===== src/dsp_map.vh =====
`ifndef DSP_MAP_VH
`define DSP_MAP_VH

// Register byte offsets
`define DSP_OFF_CTRL      4'h0
`define DSP_OFF_WAKE      4'h4
`define DSP_OFF_STATUS    4'h8
`define DSP_OFF_CLOCKS    4'hC

// Control register fields
`define DSP_CTRL_SE       0
`define DSP_CTRL_SM_LO    1
`define DSP_CTRL_SM_HI    3
`define DSP_CTRL_AS2      4
`define DSP_CTRL_W        5
`define DSP_CTRL_RESET    5'h00

// Wake register: source enables [10:0], upper_external_irq_lines level [14:11]
`define DSP_WAKE_W        15
`define DSP_WAKE_RESET    15'h0000
`define DSP_LVL_LO        11
`define DSP_LVL_HI        14

// Wake source bit positions
`define DSP_SRC_INT_LO    0
`define DSP_SRC_INT_HI    3
`define DSP_SRC_UPPER_LO  4
`define DSP_SRC_UPPER_HI  7
`define DSP_SRC_PCINT     8
`define DSP_SRC_TWI       9
`define DSP_SRC_T2        10
`define DSP_SRC_SPM       11
`define DSP_SRC_ADC       12
`define DSP_SRC_WDT       13
`define DSP_SRC_OTHER     14
`define DSP_SRC_SYMCNT    15
`define DSP_SRC_TRX       16
`define DSP_SRC_W         17

// Sleep mode codes
`define DSP_SM_IDLE       3'h0
`define DSP_SM_ADCNR      3'h1
`define DSP_SM_PDOWN      3'h2
`define DSP_SM_PSAVE      3'h3
`define DSP_SM_STBY       3'h6
`define DSP_SM_XSTBY      3'h7

// Clock enable vector: cpu, flash, io, adc, asy, main osc, timer osc
`define DSP_CLK_W         7
`define DSP_CLK_ALL       7'h7F
`define DSP_CLK_CPU       0
`define DSP_CLK_FLASH     1
`define DSP_CLK_IO        2
`define DSP_CLK_ADC       3
`define DSP_CLK_ASY       4
`define DSP_CLK_MAIN      5
`define DSP_CLK_TOSC      6

// AXI responses
`define DSP_RESP_OKAY     2'h0
`define DSP_RESP_SLVERR   2'h2

// Power chain restart timing
`define DSP_CHAIN_NS      2000
`define DSP_CLK_NS        8
// 2000 ns at 8 ns a cycle, sized to the restart counter
`define DSP_CHAIN_CYC     9'h0FA
`define DSP_CNT_W         9

// Power states
`define DSP_ST_RUN        3'h0
`define DSP_ST_SLEEP      3'h1
`define DSP_ST_DEEP       3'h2
`define DSP_ST_CHAIN_UP   3'h3
`define DSP_ST_WAKE       3'h4

`endif


===== src/dsp_power_ctrl.v =====
// How it works
// Deep-sleep on power-down/save with transceiver asleep
// Software waits transceiver asleep before sleeping
// Deep-sleep turns off core, chain, analog regulators
// Software finishes leakage regulator calibration first
// SRAM held in retention during deep-sleep
// Deep-sleep logic runs on slow clocks only
// Wake restores chain, then normal wake proceeds
// Converter off before deep-sleep; supply removed
// Synchronous timer 2 blocks deep-sleep entry
// No deep-sleep during on-chip debug
// Software: transceiver sleep, mode 2, sleep
// Each mode stops its documented clock domains
// Each mode accepts its documented wake sources
// Timer oscillator kept only in async timer mode
// Upper external lines wake only as level; code lets them wake in idle regardless of the level bits
// Symbol counter, transceiver wake only when awake
// Three-bit mode field codes select modes
// Sleep only with enable bit and instruction
// Recheck entry each time; leave on first wake
//
// Decided for this implementation: the AXI4-Lite slave port and the register addresses.
`timescale 1ns/1ps
`include "dsp_map.vh"

module dsp_power_ctrl (
	// Clock and reset
	input  wire                    aclk,
	input  wire                    aresetn,
	// AXI4-Lite write address
	input  wire [3:0]              s_axi_awaddr,
	input  wire                    s_axi_awvalid,
	output reg                     s_axi_awready,
	// AXI4-Lite write data
	input  wire [31:0]             s_axi_wdata,
	input  wire [3:0]              s_axi_wstrb,
	input  wire                    s_axi_wvalid,
	output reg                     s_axi_wready,
	// AXI4-Lite write response
	output reg  [1:0]              s_axi_bresp,
	output reg                     s_axi_bvalid,
	input  wire                    s_axi_bready,
	// AXI4-Lite read address
	input  wire [3:0]              s_axi_araddr,
	input  wire                    s_axi_arvalid,
	output reg                     s_axi_arready,
	// AXI4-Lite read data
	output reg  [31:0]             s_axi_rdata,
	output reg  [1:0]              s_axi_rresp,
	output reg                     s_axi_rvalid,
	input  wire                    s_axi_rready,
	// CPU side
	input  wire                    sleep_instr,
	input  wire                    debug_active,
	output reg                     cpu_wake,
	// Transceiver state
	input  wire                    transceiver_asleep,
	// Wake sources
	input  wire [`DSP_SRC_W-1:0]   wake_src,
	// Power and clock controls
	output reg  [`DSP_CLK_W-1:0]   clock_domain_en,
	output reg                     digital_core_supply_en,
	output reg                     power_chain_en,
	output reg                     analog_supply_en,
	output reg                     sram_retention,
	output reg                     deep_sleep,
	input  wire                    power_chain_good
);

	reg [`DSP_CTRL_W-1:0]  ctrl;
	reg [`DSP_WAKE_W-1:0]  wake_cfg;
	reg [2:0]              state;
	reg [2:0]              next_state;
	reg [2:0]              mode;
	reg [`DSP_CNT_W-1:0]   chain_cnt;
	reg                    aw_hold;
	reg                    w_hold;
	reg [3:0]              aw_addr;
	reg [31:0]             w_data;
	reg [3:0]              w_strb;

	wire        sleep_en = ctrl[`DSP_CTRL_SE];
	wire [2:0]  sm_field = ctrl[`DSP_CTRL_SM_HI:`DSP_CTRL_SM_LO];
	wire        t2_async = ctrl[`DSP_CTRL_AS2];
	wire [3:0]  lvl_cfg  = wake_cfg[`DSP_LVL_HI:`DSP_LVL_LO];

	// Mode validity; codes 100 and 101 are reserved and never sleep
	reg mode_ok;
	always @* begin
		case (sm_field)
			`DSP_SM_IDLE, `DSP_SM_ADCNR, `DSP_SM_PDOWN,
			`DSP_SM_PSAVE, `DSP_SM_STBY, `DSP_SM_XSTBY:
				mode_ok = 1'b1;
			default:
				mode_ok = 1'b0;
		endcase
	end

	// Deep-sleep entry, evaluated fresh at each sleep instruction
	// Debug overrides the rest so a live probe never loses power
	wire deep_ok = ((sm_field == `DSP_SM_PDOWN) ||
		(sm_field == `DSP_SM_PSAVE)) &&
		transceiver_asleep &&
		t2_async &&
		!debug_active;

	// Clock domains that stay running per mode
	// Reads the live field; only used on the edge that enters sleep
	reg [`DSP_CLK_W-1:0] run_clk;
	always @* begin
		run_clk = {`DSP_CLK_W{1'b0}};
		case (sm_field)
			`DSP_SM_IDLE: begin
				run_clk = `DSP_CLK_ALL;
				run_clk[`DSP_CLK_CPU] = 1'b0;
				run_clk[`DSP_CLK_FLASH] = 1'b0;
				run_clk[`DSP_CLK_TOSC] = t2_async;
			end
			`DSP_SM_ADCNR: begin
				run_clk[`DSP_CLK_ADC] = 1'b1;
				run_clk[`DSP_CLK_ASY] = 1'b1;
				run_clk[`DSP_CLK_MAIN] = 1'b1;
				run_clk[`DSP_CLK_TOSC] = t2_async;
			end
			`DSP_SM_PSAVE: begin
				run_clk[`DSP_CLK_ASY] = 1'b1;
				run_clk[`DSP_CLK_TOSC] = t2_async;
			end
			`DSP_SM_STBY: begin
				run_clk[`DSP_CLK_MAIN] = 1'b1;
			end
			`DSP_SM_XSTBY: begin
				run_clk[`DSP_CLK_MAIN] = 1'b1;
				run_clk[`DSP_CLK_ASY] = t2_async;
				run_clk[`DSP_CLK_TOSC] = t2_async;
			end
			default: begin
				run_clk = {`DSP_CLK_W{1'b0}};
			end
		endcase
		// A synchronous timer 2 keeps the main oscillator alive
		if (!t2_async && sm_field != `DSP_SM_IDLE)
			run_clk[`DSP_CLK_MAIN] = 1'b1;
	end

	// Wake source gating per mode
	// Mode is latched at entry, so a mode write in sleep cannot regate; level bits and AS2 stay live
	reg [`DSP_SRC_W-1:0] allow;
	always @* begin
		allow = {`DSP_SRC_W{1'b1}};
		if (mode != `DSP_SM_IDLE)
			allow[`DSP_SRC_UPPER_HI:`DSP_SRC_UPPER_LO] = lvl_cfg;
		case (mode)
			`DSP_SM_IDLE: begin
				allow[`DSP_SRC_OTHER] = 1'b1;
			end
			`DSP_SM_ADCNR: begin
				allow[`DSP_SRC_OTHER] = 1'b0;
				allow[`DSP_SRC_T2] = t2_async;
			end
			`DSP_SM_PDOWN, `DSP_SM_STBY: begin
				allow[`DSP_SRC_T2] = 1'b0;
				allow[`DSP_SRC_SPM] = 1'b0;
				allow[`DSP_SRC_ADC] = 1'b0;
				allow[`DSP_SRC_OTHER] = 1'b0;
			end
			`DSP_SM_PSAVE, `DSP_SM_XSTBY: begin
				allow[`DSP_SRC_SPM] = 1'b0;
				allow[`DSP_SRC_ADC] = 1'b0;
				allow[`DSP_SRC_OTHER] = 1'b0;
			end
			default: begin
				allow = {`DSP_SRC_W{1'b0}};
			end
		endcase
		if (transceiver_asleep) begin
			allow[`DSP_SRC_SYMCNT] = 1'b0;
			allow[`DSP_SRC_TRX] = 1'b0;
		end
	end

	// Source enables: low 11 bits cover ints, upper lines, pcint, twi, t2 only
	wire [`DSP_SRC_W-1:0] src_en = {6'h3F, wake_cfg[10:0]};
	wire wake_hit = |(wake_src & src_en & allow);

	// Power state machine
	always @* begin
		next_state = state;
		case (state)
			`DSP_ST_RUN: begin
				if (sleep_instr && sleep_en && mode_ok) begin
					if (deep_ok)
						next_state = `DSP_ST_DEEP;
					else
						next_state = `DSP_ST_SLEEP;
				end
			end
			`DSP_ST_SLEEP: begin
				if (wake_hit)
					next_state = `DSP_ST_WAKE;
			end
			`DSP_ST_DEEP: begin
				if (wake_hit)
					next_state = `DSP_ST_CHAIN_UP;
			end
			`DSP_ST_CHAIN_UP: begin
				// Counter and chain both report; the later one decides
				if (power_chain_good && chain_cnt == {`DSP_CNT_W{1'b0}})
					next_state = `DSP_ST_WAKE;
			end
			`DSP_ST_WAKE: begin
				next_state = `DSP_ST_RUN;
			end
			default: begin
				next_state = `DSP_ST_RUN;
			end
		endcase
	end

	always @(posedge aclk) begin
		if (!aresetn) begin
			state <= `DSP_ST_RUN;
			mode <= `DSP_SM_IDLE;
			chain_cnt <= {`DSP_CNT_W{1'b0}};
			clock_domain_en <= `DSP_CLK_ALL;
			digital_core_supply_en <= 1'b1;
			power_chain_en <= 1'b1;
			analog_supply_en <= 1'b1;
			sram_retention <= 1'b0;
			deep_sleep <= 1'b0;
			cpu_wake <= 1'b0;
		end else begin
			state <= next_state;
			if (state == `DSP_ST_RUN)
				mode <= sm_field;
			if (next_state == `DSP_ST_CHAIN_UP && state == `DSP_ST_DEEP)
				chain_cnt <= `DSP_CHAIN_CYC;
			else if (chain_cnt != {`DSP_CNT_W{1'b0}})
				chain_cnt <= chain_cnt - 1'b1;
			cpu_wake <= (next_state == `DSP_ST_WAKE);
			// Regulators drop only in deep-sleep; all three come back on the same edge on wake
			digital_core_supply_en <= (next_state != `DSP_ST_DEEP);
			power_chain_en <= (next_state != `DSP_ST_DEEP);
			analog_supply_en <= (next_state != `DSP_ST_DEEP);
			sram_retention <= (next_state == `DSP_ST_DEEP);
			deep_sleep <= (next_state == `DSP_ST_DEEP);
			// Clocks stay stopped until the chain is back
			case (next_state)
				`DSP_ST_SLEEP, `DSP_ST_DEEP, `DSP_ST_CHAIN_UP:
					clock_domain_en <= (state == `DSP_ST_RUN) ?
						run_clk : clock_domain_en;
				default:
					clock_domain_en <= `DSP_CLK_ALL;
			endcase
		end
	end

	// AXI4-Lite slave: address and data may arrive in either order
	wire aw_take = s_axi_awvalid && s_axi_awready;
	wire w_take  = s_axi_wvalid && s_axi_wready;
	wire do_wr   = aw_hold && w_hold && !s_axi_bvalid;
	wire [3:0] wr_addr = aw_addr;

	always @(posedge aclk) begin
		if (!aresetn) begin
			s_axi_awready <= 1'b0;
			s_axi_wready <= 1'b0;
			s_axi_bvalid <= 1'b0;
			s_axi_bresp <= `DSP_RESP_OKAY;
			s_axi_arready <= 1'b0;
			s_axi_rvalid <= 1'b0;
			s_axi_rresp <= `DSP_RESP_OKAY;
			s_axi_rdata <= 32'h00000000;
			aw_hold <= 1'b0;
			w_hold <= 1'b0;
			aw_addr <= 4'h0;
			w_data <= 32'h00000000;
			w_strb <= 4'h0;
			ctrl <= `DSP_CTRL_RESET;
			wake_cfg <= `DSP_WAKE_RESET;
		end else begin
			s_axi_awready <= !aw_hold && !aw_take && !s_axi_bvalid;
			s_axi_wready <= !w_hold && !w_take && !s_axi_bvalid;
			if (aw_take) begin
				aw_hold <= 1'b1;
				aw_addr <= s_axi_awaddr;
			end
			if (w_take) begin
				w_hold <= 1'b1;
				w_data <= s_axi_wdata;
				w_strb <= s_axi_wstrb;
			end
			if (do_wr) begin
				aw_hold <= 1'b0;
				w_hold <= 1'b0;
				s_axi_bvalid <= 1'b1;
				s_axi_bresp <= `DSP_RESP_OKAY;
				case (wr_addr)
					`DSP_OFF_CTRL:
						if (w_strb[0])
							ctrl <= w_data[`DSP_CTRL_W-1:0];
					`DSP_OFF_WAKE: begin
						if (w_strb[0])
							wake_cfg[7:0] <= w_data[7:0];
						if (w_strb[1])
							wake_cfg[14:8] <= w_data[14:8];
					end
					`DSP_OFF_STATUS, `DSP_OFF_CLOCKS: begin
						// Read-only words: write dropped, still answered
						s_axi_bresp <= `DSP_RESP_OKAY;
					end
					default:
						s_axi_bresp <= `DSP_RESP_SLVERR;
				endcase
			end else if (s_axi_bvalid && s_axi_bready) begin
				s_axi_bvalid <= 1'b0;
			end
			s_axi_arready <= !s_axi_arready && !s_axi_rvalid &&
				s_axi_arvalid;
			if (s_axi_arvalid && s_axi_arready) begin
				s_axi_rvalid <= 1'b1;
				s_axi_rresp <= `DSP_RESP_OKAY;
				case (s_axi_araddr)
					`DSP_OFF_CTRL:
						s_axi_rdata <= {27'h0, ctrl};
					`DSP_OFF_WAKE:
						s_axi_rdata <= {17'h0, wake_cfg};
					`DSP_OFF_STATUS:
						s_axi_rdata <= {24'h0, mode, deep_sleep,
							sram_retention, state};
					`DSP_OFF_CLOCKS:
						s_axi_rdata <= {25'h0, clock_domain_en};
					default: begin
						s_axi_rdata <= 32'h00000000;
						s_axi_rresp <= `DSP_RESP_SLVERR;
					end
				endcase
			end else if (s_axi_rvalid && s_axi_rready) begin
				s_axi_rvalid <= 1'b0;
			end
		end
	end

endmodule // dsp_power_ctrl


===== config.mk =====
export PLATFORM = sky130hd
export DESIGN_NAME = dsp_power_ctrl
export DESIGN_NICKNAME = d
export VERILOG_FILES = /design/src/dsp_power_ctrl.v
export VERILOG_INCLUDE_DIRS = /design/src
export SDC_FILE = /design/constraint.sdc
export NUM_CORES = 1
export LEC_CHECK = 0
export ABC_AREA = 1
export BUFFER_PORTS_ARGS = -buffer_cell sky130_fd_sc_hd__buf_2
export CORE_ASPECT_RATIO = 1.4
export CORE_UTILIZATION = 40
export DETAILED_ROUTE_END_ITERATION = 8
export PLACE_DENSITY = 0.68
export SYNTH_ARGS = -nofsm -noshare
export SYNTH_HDL_FRONTEND = slang
export SYNTH_SLANG_ARGS = --single-unit
export TNS_END_PERCENT = 10

===== constraint.sdc =====
create_clock -name aclk -period 1.44 [get_ports aclk]
set_clock_uncertainty 0.05 [all_clocks]
set_input_delay 0.216 -clock aclk [delete_from_list [all_inputs] [get_ports aclk]]
set_output_delay 0.216 -clock aclk [all_outputs]
set_load 0.02 [all_outputs]

# Word-level counts from Yosys, hierarchy flattened
# Cells that the tools add are included.
dict set report word_totals {
  reg_bits 109
  in_bits 72
}
dict set report op_classes {
  addsub 1
  n_eq_ne 24
  muxes 30
  n_bitwise 3
  reduce_logical 61
}
# op count
set op_table {}
lappend op_table {{$pmux W15 S4} 1}
lappend op_table {{$and A17 B17 Y17} 2}
lappend op_table {{$eq A3 B2 Y1 const B} 8}
lappend op_table {{$logic_and A1 B1 Y1} 21}
lappend op_table {{$reduce_or A17 Y1} 1}
lappend op_table {{$eq A4 B4 Y1 const B} 4}
lappend op_table {{$mux W8} 2}
lappend op_table {{$reduce_or A4 Y1} 4}
lappend op_table {{$eq A3 B3 Y1 const B} 5}
lappend op_table {{$mux W3} 5}
lappend op_table {{$eq A3 B1 Y1 const B} 4}
lappend op_table {{$mux W2} 6}
lappend op_table {{$pmux W3 S4} 1}
lappend op_table {{$reduce_or A6 Y1} 2}
lappend op_table {{$mux W1} 11}
lappend op_table {{$mux W10} 1}
lappend op_table {{$logic_not A1 Y1} 9}
lappend op_table {{$logic_not A3 Y1} 3}
lappend op_table {{$logic_not A9 Y1} 1}
lappend op_table {{$reduce_and A3 Y1} 3}
lappend op_table {{$reduce_bool A9 Y1} 1}
lappend op_table {{$reduce_or A3 Y1} 3}
lappend op_table {{$sub A9 B1 Y9 const B} 1}
lappend op_table {{$eq A4 B3 Y1 const B} 2}
lappend op_table {{10 further kinds} 18}

# Logic depth before layout (Yosys ltp)
# Gate-level depths: netlist (run 1).
dict set report logic_depth {
  depth_word 11
  ltp_mapped 13
  mapped_depth_nobuf 13
}

# Least setup slack after synthesis (run 1)
# No wires, ideal clock.
dict set report synth_timing {
  kind {flip-flop to flip-flop}
  start {register chain_cnt[0]}
  end {register chain_cnt[5]}
  setup_ns 0.132
  t_arrival_ns 1.284
  t_required_ns 1.258
  slack_ns -0.027
  stages_incl_launch_ff 11
  n_path_buf 0
  cell_sequence {dfxtp_1 > inv_1 > ha_1 > nand2_2 > nor2_4 > nand2_4 > nand3_1 > o21ai_0 > inv_1 > nor2_1 > a21oi_1}
}
dict set report synth_between {
  elab_chain_cells 7
  word_cells_on_any_way 11
  cone_classes {add/sub (1); eq/ne (1); mux (4); reduce/logical (5)}
}
# item line
set synth_lines {}
lappend synth_lines {{start, declared} dsp_power_ctrl.v:75} ;# reg [`DSP_CNT_W-1:0] chain_cnt;
lappend synth_lines {{start signal, assigned} dsp_power_ctrl.v:224} ;# chain_cnt <= {`DSP_CNT_W{1'b0}};
lappend synth_lines {{start signal, assigned} dsp_power_ctrl.v:237} ;# chain_cnt <= `DSP_CHAIN_CYC;
lappend synth_lines {{start signal, assigned} dsp_power_ctrl.v:239} ;# chain_cnt <= chain_cnt - 1'b1;
lappend synth_lines {{$logic_not A9 Y1} dsp_power_ctrl.v:208} ;# if (power_chain_good && chain_cnt == {`DSP_CNT_W{1'b0}})
lappend synth_lines {{$logic_and A1 B1 Y1} dsp_power_ctrl.v:208}
lappend synth_lines {{$mux W3} dsp_power_ctrl.v:208}
lappend synth_lines {{$pmux W3 S4} dsp_power_ctrl.v:189} ;# case (state)
lappend synth_lines {{$eq A3 B2 Y1} --}
lappend synth_lines {{$logic_and A1 B1 Y1 (no line)} --}
lappend synth_lines {{$mux W8 / $reduce_bool A2 Y1 (equally long branches)} --}
# Several ways; a longest one is shown, not always the timed one. The select of a mux whose other input is x is not followed.
# A chain may end at the register's enable or synchronous reset.

# Final worst setup path (run 1)
dict set report layout_timing {
  start {register chain_cnt[0]}
  end {register clock_domain_en[3]}
}
dict set report layout_between {
  elab_chain_cells 7
  word_cells_on_any_way 9
  cone_classes {eq/ne (3); mux (2); reduce/logical (4)}
}
# item line
set layout_lines {}
lappend layout_lines {{$logic_not A9 Y1 *} dsp_power_ctrl.v:208}
lappend layout_lines {{$logic_and A1 B1 Y1 *} dsp_power_ctrl.v:208}
lappend layout_lines {{$mux W3 *} dsp_power_ctrl.v:208}
lappend layout_lines {{$pmux W3 S4 *} dsp_power_ctrl.v:189}
lappend layout_lines {{$eq A3 B2 Y1 / $eq A3 B1 Y1 (equally long branches)} dsp_power_ctrl.v:248} ;# case (next_state)
lappend layout_lines {{$reduce_or A3 Y1 *} dsp_power_ctrl.v:248}
lappend layout_lines {{$reduce_and A2 Y1 (no line) *} --}
lappend layout_lines {{end signal, assigned} dsp_power_ctrl.v:225} ;# clock_domain_en <= `DSP_CLK_ALL;
lappend layout_lines {{end signal, assigned} dsp_power_ctrl.v:250} ;# clock_domain_en <= (state == `DSP_ST_RUN) ?
lappend layout_lines {{end signal, assigned} dsp_power_ctrl.v:253} ;# clock_domain_en <= `DSP_CLK_ALL;
lappend layout_lines {{end, declared} dsp_power_ctrl.v:61} ;# output reg [`DSP_CLK_W-1:0] clock_domain_en,
# Mark *: on every way between the ends. The rest lies on a longest branch, timed or not.

==> results.yml, run 1 <==
hold_path:
  hold_class: "in -> reg"
drt:
  drt_iter0_drc: 197
  drtAntennaViolNets: 0
  drtPass1Iterations: 4
  vias_per_cell: 4.74
  wire_per_inst_um: 12.4
  wl_um: 9850
  drc: 0
  vias: 3765
logic_synthesis:
  avgSynthCellArea_um2: 7.28
  synth_ff_type: "dfxtp_1"
  synth_top_area_share_pct: 45.5
  synth_area_leader_cell: "dfxtp_1"
  ys_seq_elements: 89
  netlist_instances: 538
  ys_async_sr_fraction_pct: 0
  synth_cell_types: 36
  synth.yosys.seq_area_share_pct: 45.5
  synth_area_leaders: "dfxtp_1 (45%), nand2_1 (9.3%), nor2_1 (8.6%)"
  synth_most_common_cell: "nand2_1"
  yosysWarnings: 0
  syn_area_um2: 3920
  synth_common_cells: "nand2_1 (97), nor2_1 (90), dfxtp_1 (89), o21ai_0 (54), a21oi_1 (44)"
  synth_edf_count: 0
cts:
  cts_tree: "done"
  cts_hold_buf: 0
  clockRootBuffer: "clkbuf_16"
  cts_max_level: 3
  cts.clk_slew.worst_paths_ns: 0.07
  clock_path_buffers: 2
  clk_latency_ns: 0.34
  cts.sinks: 89
  cts_made_buffers: 9
timing:
  finalHoldViolCount: 0
  timing.hold.ws_ns: 0.0514
  clock.fmax_ghz: 0.677
  setup_viol: 12
  post-route-min-period_ns: 1.48
  worst_slack_ns: -0.0362
  drv_slew: 0
  rsz0062_at_grt: "true"
  fin_crit_sh_pct: 103
critical_path:
  critPathBufInv: 3
  crit_required_ns: 1.67
  cpPeakStageDelay_ns: 0.32
  critPathTopFamily: "simple AND/OR/NAND/NOR gates"
  arrival_ns: 1.71
  path_cells: "inv_2 -> ha_4 -> nand2_4 -> nor2_4 -> nand2_4 -> clkinv_4 -> nand2_2 -> nand2_2 -> inv_4 -> nor2_4 -> nand3_4 -> nand3_1"
  cp-start-kind: "flip-flop"
  cp_max_fo: 6
  crit_slowest_cell: "dfxtp_2"
  end_kind: "flip-flop"
  path_class: "reg -> reg"
placement:
  place_congestion: 0.846
  hpwlAfterDp_um: 7620
  io_buffers: 87
  dp_slack_ns: -0.159
  place_inst: 774
  place_area_um2: 4640
global_routing:
  grt.overflow.total: 0
  track_usage_pct: 20.1
  grt_pass1_wl_um: 16100
  grt_max_degree: 30
  antenna_found_initial: 0
  grt_pass1_vias: 3552
floorplanning:
  dieWidth_um: 85.7
  die-height_um: 119
  num_io_pins: 126
  dieArea_um2: 10200
  row_count: 42
  start_util_pct: 41.2
  core_um2: 9510
layout:
  nets: 730
  multi_input_area_um2: 1930
  antenna_cells: 0
  area_growth_pct: 31.0
  register_area_um2: 1790
  drive_above_1_share_pct: 31.4
  nFillCells: 919
  final-instance-count-excl-fill: 794
  fin_util_pct: 54.0
  final_area_um2: 5130
power:
  ir_drop_mv: 0.747
  pwr_density_cell_nw_per_um2: 1260
  leakage_nw: 2.34
run_status:
  status: "finished, violations left"
  violations: "setup timing"
run:
  cap_viol_max_count: 0
per-stage QoR:
step	setup TNS, ns	power [mW]
2_1_floorplan	-0.0737	3.56
3_3_place_gp	-0.517	3.89
3_5_place_dp	-1.24	3.94
4_1_cts	-0.232	6.35
5_1_grt	-1.80	6.80
6_report	-0.273	6.47
area by class of cell:
class                   count  area share, %
multi-input cells         380           37.5
flip-flops and latches     89           34.9
repair buffers            128           14.7
clock buffers               9           4.39
inverters                  49           3.73
well taps                 132           3.22
clock inverters             7           1.51
logic make-up after synthesis:
family	Yosys count	synth area share, %
AO/OA/AOI/OAI	109	14.8
XOR/XNOR	4	0.894
adder cells (fa/ha/maj)	1	0.319
buffers and inverters	87	10.8
flip-flops	89	45.5
other	1	0.0957
AND/OR/NAND/NOR	247	27.6
power by group:
group / switching, mW / internal, mW
logic: 0.748 / 0.644
registers: 0.111 / 2.62
clock network: 0.987 / 1.36
state kept, by name, indices dropped and copies added (netlist names), 3 cells and up:
| register | cells |
|---|---|
| wake_cfg | 15 |
| s_axi_rdata | 15 |
| aw_addr | 4 |
| clock_domain_en | 6 |
| ctrl | 5 |
| w_data | 15 |
| state | 3 |
| mode | 3 |
| chain_cnt | 9 |
path summary, 6_finish.rpt:
check | start | to | slack, ns | cells after the start
worst max-delay path | chain_cnt[0] | clock_domain_en[3] | -0.04 | 12
worst min-delay path | s_axi_arvalid | s_axi_arready | 0.05 | 3
worst max register to register | chain_cnt[0] | clock_domain_en[3] | -0.04 | 12
worst min register to register | aw_hold | s_axi_awready | 0.38 | 1
worst reg2reg max path: stages (launching register included):
cell	delay [ns]
dfxtp_2	0.32
inv_2	0.06
ha_4	0.15
nand2_4	0.06
nor2_4	0.12
nand2_4	0.08
clkinv_4	0.06
nand2_2	0.04
nand2_2	0.08
inv_4	0.05
nor2_4	0.14
nand3_4	0.12
nand3_1	0.08
what timing repair did:
item / CTS / global route
pin swaps: 7 / 16
setup endpoints to repair: 13 / 35
gates resized for setup: 19 / 29
setup buffers: 0 / 4
endpoints found under the hold margin: 0 / 0
cells in the final DEF (no fill, tap or decap), types with 3 or more instances in the layout:
master and count:
clkinv_4 3, nor2_4 9, nand3_1 12, o21ai_0 53, inv_1 39, nor2_1 84, nor2_2 7, nand4_1 6
nor3_1 9, buf_4 40, dfxtp_2 7, a21oi_1 40, a21oi_2 4, dfxtp_1 81, buf_2 87, conb_1 19
nand2_2 9, nand2_4 4, xor2_1 3, clkbuf_16 9, inv_2 7, nand3_2 8, nand2_1 92
routing by layer:
| layer | up-vias | track usage [%] | wire, µm |
|---|---|---|---|
| met3 | 18 | 4.09 | 366 |
| met5 | - | 0 | 0 |
| met4 | 0 | 8.23 | 237 |
| met1 | 1696 | 21.9 | 3990 |
| li1 | 1942 | - | - |
| met2 | 109 | 37.2 | 5260 |
No activity file was read; power rests on OpenSTA's default activity.
==> run 2, diff against run 1 <==
--- a/config.mk
+++ b/config.mk
@@ -9,6 +9,7 @@
 export ABC_AREA = 1
 export BUFFER_PORTS_ARGS = -buffer_cell sky130_fd_sc_hd__buf_2
 export CORE_ASPECT_RATIO = 1.4
+export CORE_MARGIN = 2
 export CORE_UTILIZATION = 40
 export DETAILED_ROUTE_END_ITERATION = 8
 export PLACE_DENSITY = 0.68
==> run 2 against run 1 <==
The flow still finishes with violations (setup timing). Global-route usage shrank 0.34 points. Power grew 0.89%. Hold slack lost 0.0018 ns. Final area grew 0.29%. Worst setup slack gained 0.022 ns. Maximum frequency grew 1.5%. Sequential power is essentially flat. Combinational power is essentially flat.
==> results.yml, run 2 (synthesized netlist as in run 1, its figures left out) <==
cts:
  clk_latency_ns: 0.35
  cts.sinks: 89
  clock_path_buffers: 2
  clockRootBuffer: "clkbuf_16"
  cts_made_buffers: 9
  cts_tree: "done"
  cts.clk_slew.worst_paths_ns: 0.06
  cts_hold_buf: 0
  cts_max_level: 3
drt:
  wl_um: 10100
  vias_per_cell: 4.75
  drt_iter0_drc: 128
  wire_per_inst_um: 12.6
  drtPass1Iterations: 4
  drc: 0
  drtAntennaViolNets: 0
  vias: 3787
global_routing:
  grt_pass1_wl_um: 16300
  grt_max_degree: 31
  grt_pass1_vias: 3636
  track_usage_pct: 19.8
  antenna_found_initial: 0
  grt.overflow.total: 0
layout:
  nets: 733
  final_cell_mix: "nand2_1 (92), buf_2 (87), nor2_1 (86)"
  final_common_cell: "nand2_1"
  reg_top3: "s_axi_rdata (15), w_data (15), wake_cfg (15)"
  antenna_cells: 0
  drive_above_1_share_pct: 31.6
  area_growth_pct: 31.4
  nFillCells: 943
critical_path:
  cpPeakStageDelay_ns: 0.33
  path_class: "reg -> reg"
  critPathBufInv: 2
  cp-start-kind: "flip-flop"
  path_cells: "nor2_4 -> nand3_2 -> nor2_4 -> nand2_4 -> clkinv_4 -> nand2_2 -> nand2_2 -> inv_2 -> nor2_4 -> nand3_4 -> nand3_2"
  cp_max_fo: 6
  cp_common_cell: "nor2_4"
  crit_required_ns: 1.68
  end_kind: "flip-flop"
  arrival_ns: 1.69
  critPathTopFamily: "simple AND/OR/NAND/NOR gates"
  crit_slowest_cell: "dfxtp_2"
timing:
  post-route-min-period_ns: 1.45
  clock.fmax_ghz: 0.688
  worst_slack_ns: -0.0145
  setup_viol: 11
  finalHoldViolCount: 0
  fin_crit_sh_pct: 101
  rsz0062_at_grt: "true"
  drv_slew: 0
placement:
  dp_slack_ns: -0.123
  io_buffers: 87
  hpwlAfterDp_um: 7650
  place_congestion: 0.868
floorplanning:
  dieArea_um2: 10600
  dieWidth_um: 87.7
  die-height_um: 121
  core_um2: 9510
  row_count: 42
  start_util_pct: 41.2
  num_io_pins: 126
run_status:
  status: "finished, violations left"
  violations: "setup timing"
power:
  power_mw: 6.52
  ir_drop_mv: 0.680
  pwr_density_cell_nw_per_um2: 1270
  leakage_nw: 2.35
run:
  cap_viol_max_count: 0
hold_path:
  hold_class: "in -> reg"
==> run 2: worst register-to-register path, cell delays in order, from the launching register on <==
cell and delay, ns:
dfxtp_2 0.33, nor2_4 0.12, nand3_2 0.11, nor2_4 0.14
nand2_4 0.08, clkinv_4 0.05, nand2_2 0.04, nand2_2 0.06
inv_2 0.05, nor2_4 0.14, nand3_4 0.15, nand3_2 0.08
==> run 2: layout make-up <==
class | count | area, µm² | share of cell area, %
clock buffers | 11 | 243 | 4.71
clock inverters | 5 | 62.6 | 1.21
inverters | 49 | 189 | 3.67
multi-input cells | 380 | 1920 | 37.2
flip-flops and latches | 89 | 1800 | 34.9
well taps | 132 | 165 | 3.21
repair buffers | 131 | 778 | 15.1
==> run 2: worst paths after layout <==
| path | slack (ns) | to | start | depth (start not counted) |
|---|---|---|---|---|
| max | -0.01 | clock_domain_en[2] | chain_cnt[5] | 11 |
| min | 0.05 | s_axi_arready | s_axi_arvalid | 3 |
| max reg2reg | -0.01 | clock_domain_en[2] | chain_cnt[5] | 11 |
| min reg2reg | 0.38 | s_axi_awready | aw_hold | 1 |
==> run 2: stage by stage <==
| stage | instances | hold slack [ns] | setup TNS (ns) | util [%] | cell area, µm² |
|---|---|---|---|---|---|
| floorplan | 556 | 0.284 | -0.0737 | - | 3990 |
| global placement | 775 | 0.377 | -0.759 | 48.9 | 4650 |
| detailed placement | 775 | 0.382 | -1.31 | 48.9 | 4650 |
| CTS | 797 | 0.0423 | -0.291 | 53.4 | 5080 |
| global route | 797 | 0.0723 | -1.83 | 54.1 | 5150 |
| finish | 797 | 0.0496 | -0.0856 | 54.1 | 5150 |
==> run 2: routing by layer <==
layer | part of all wire [%] | vias up | global-route usage, %
met2 | 53 | 110 | 35.7
met3 | 4.1 | 24 | 4.63
met5 | 0 | - | 0
met1 | 40 | 1712 | 21.6
met4 | 3.0 | 0 | 8.17
li1 | - | 1941 | -
==> run 2: power breakdown <==
part	leakage [nW]	switching [mW]	internal [mW]	total, mW
combinational	1.48	0.732	0.668	1.40
sequential	0.728	0.106	2.62	2.73
clock	0.143	0.992	1.40	2.40
total	2.35	1.83	4.69	6.52
==> run 2: repair_timing <==
item                                    CTS  global route
setup buffers                             6             0
hold endpoints to repair                  0             0
resized for setup                        22            22
pin swaps                                 9             8
endpoints found under the setup margin   16            25
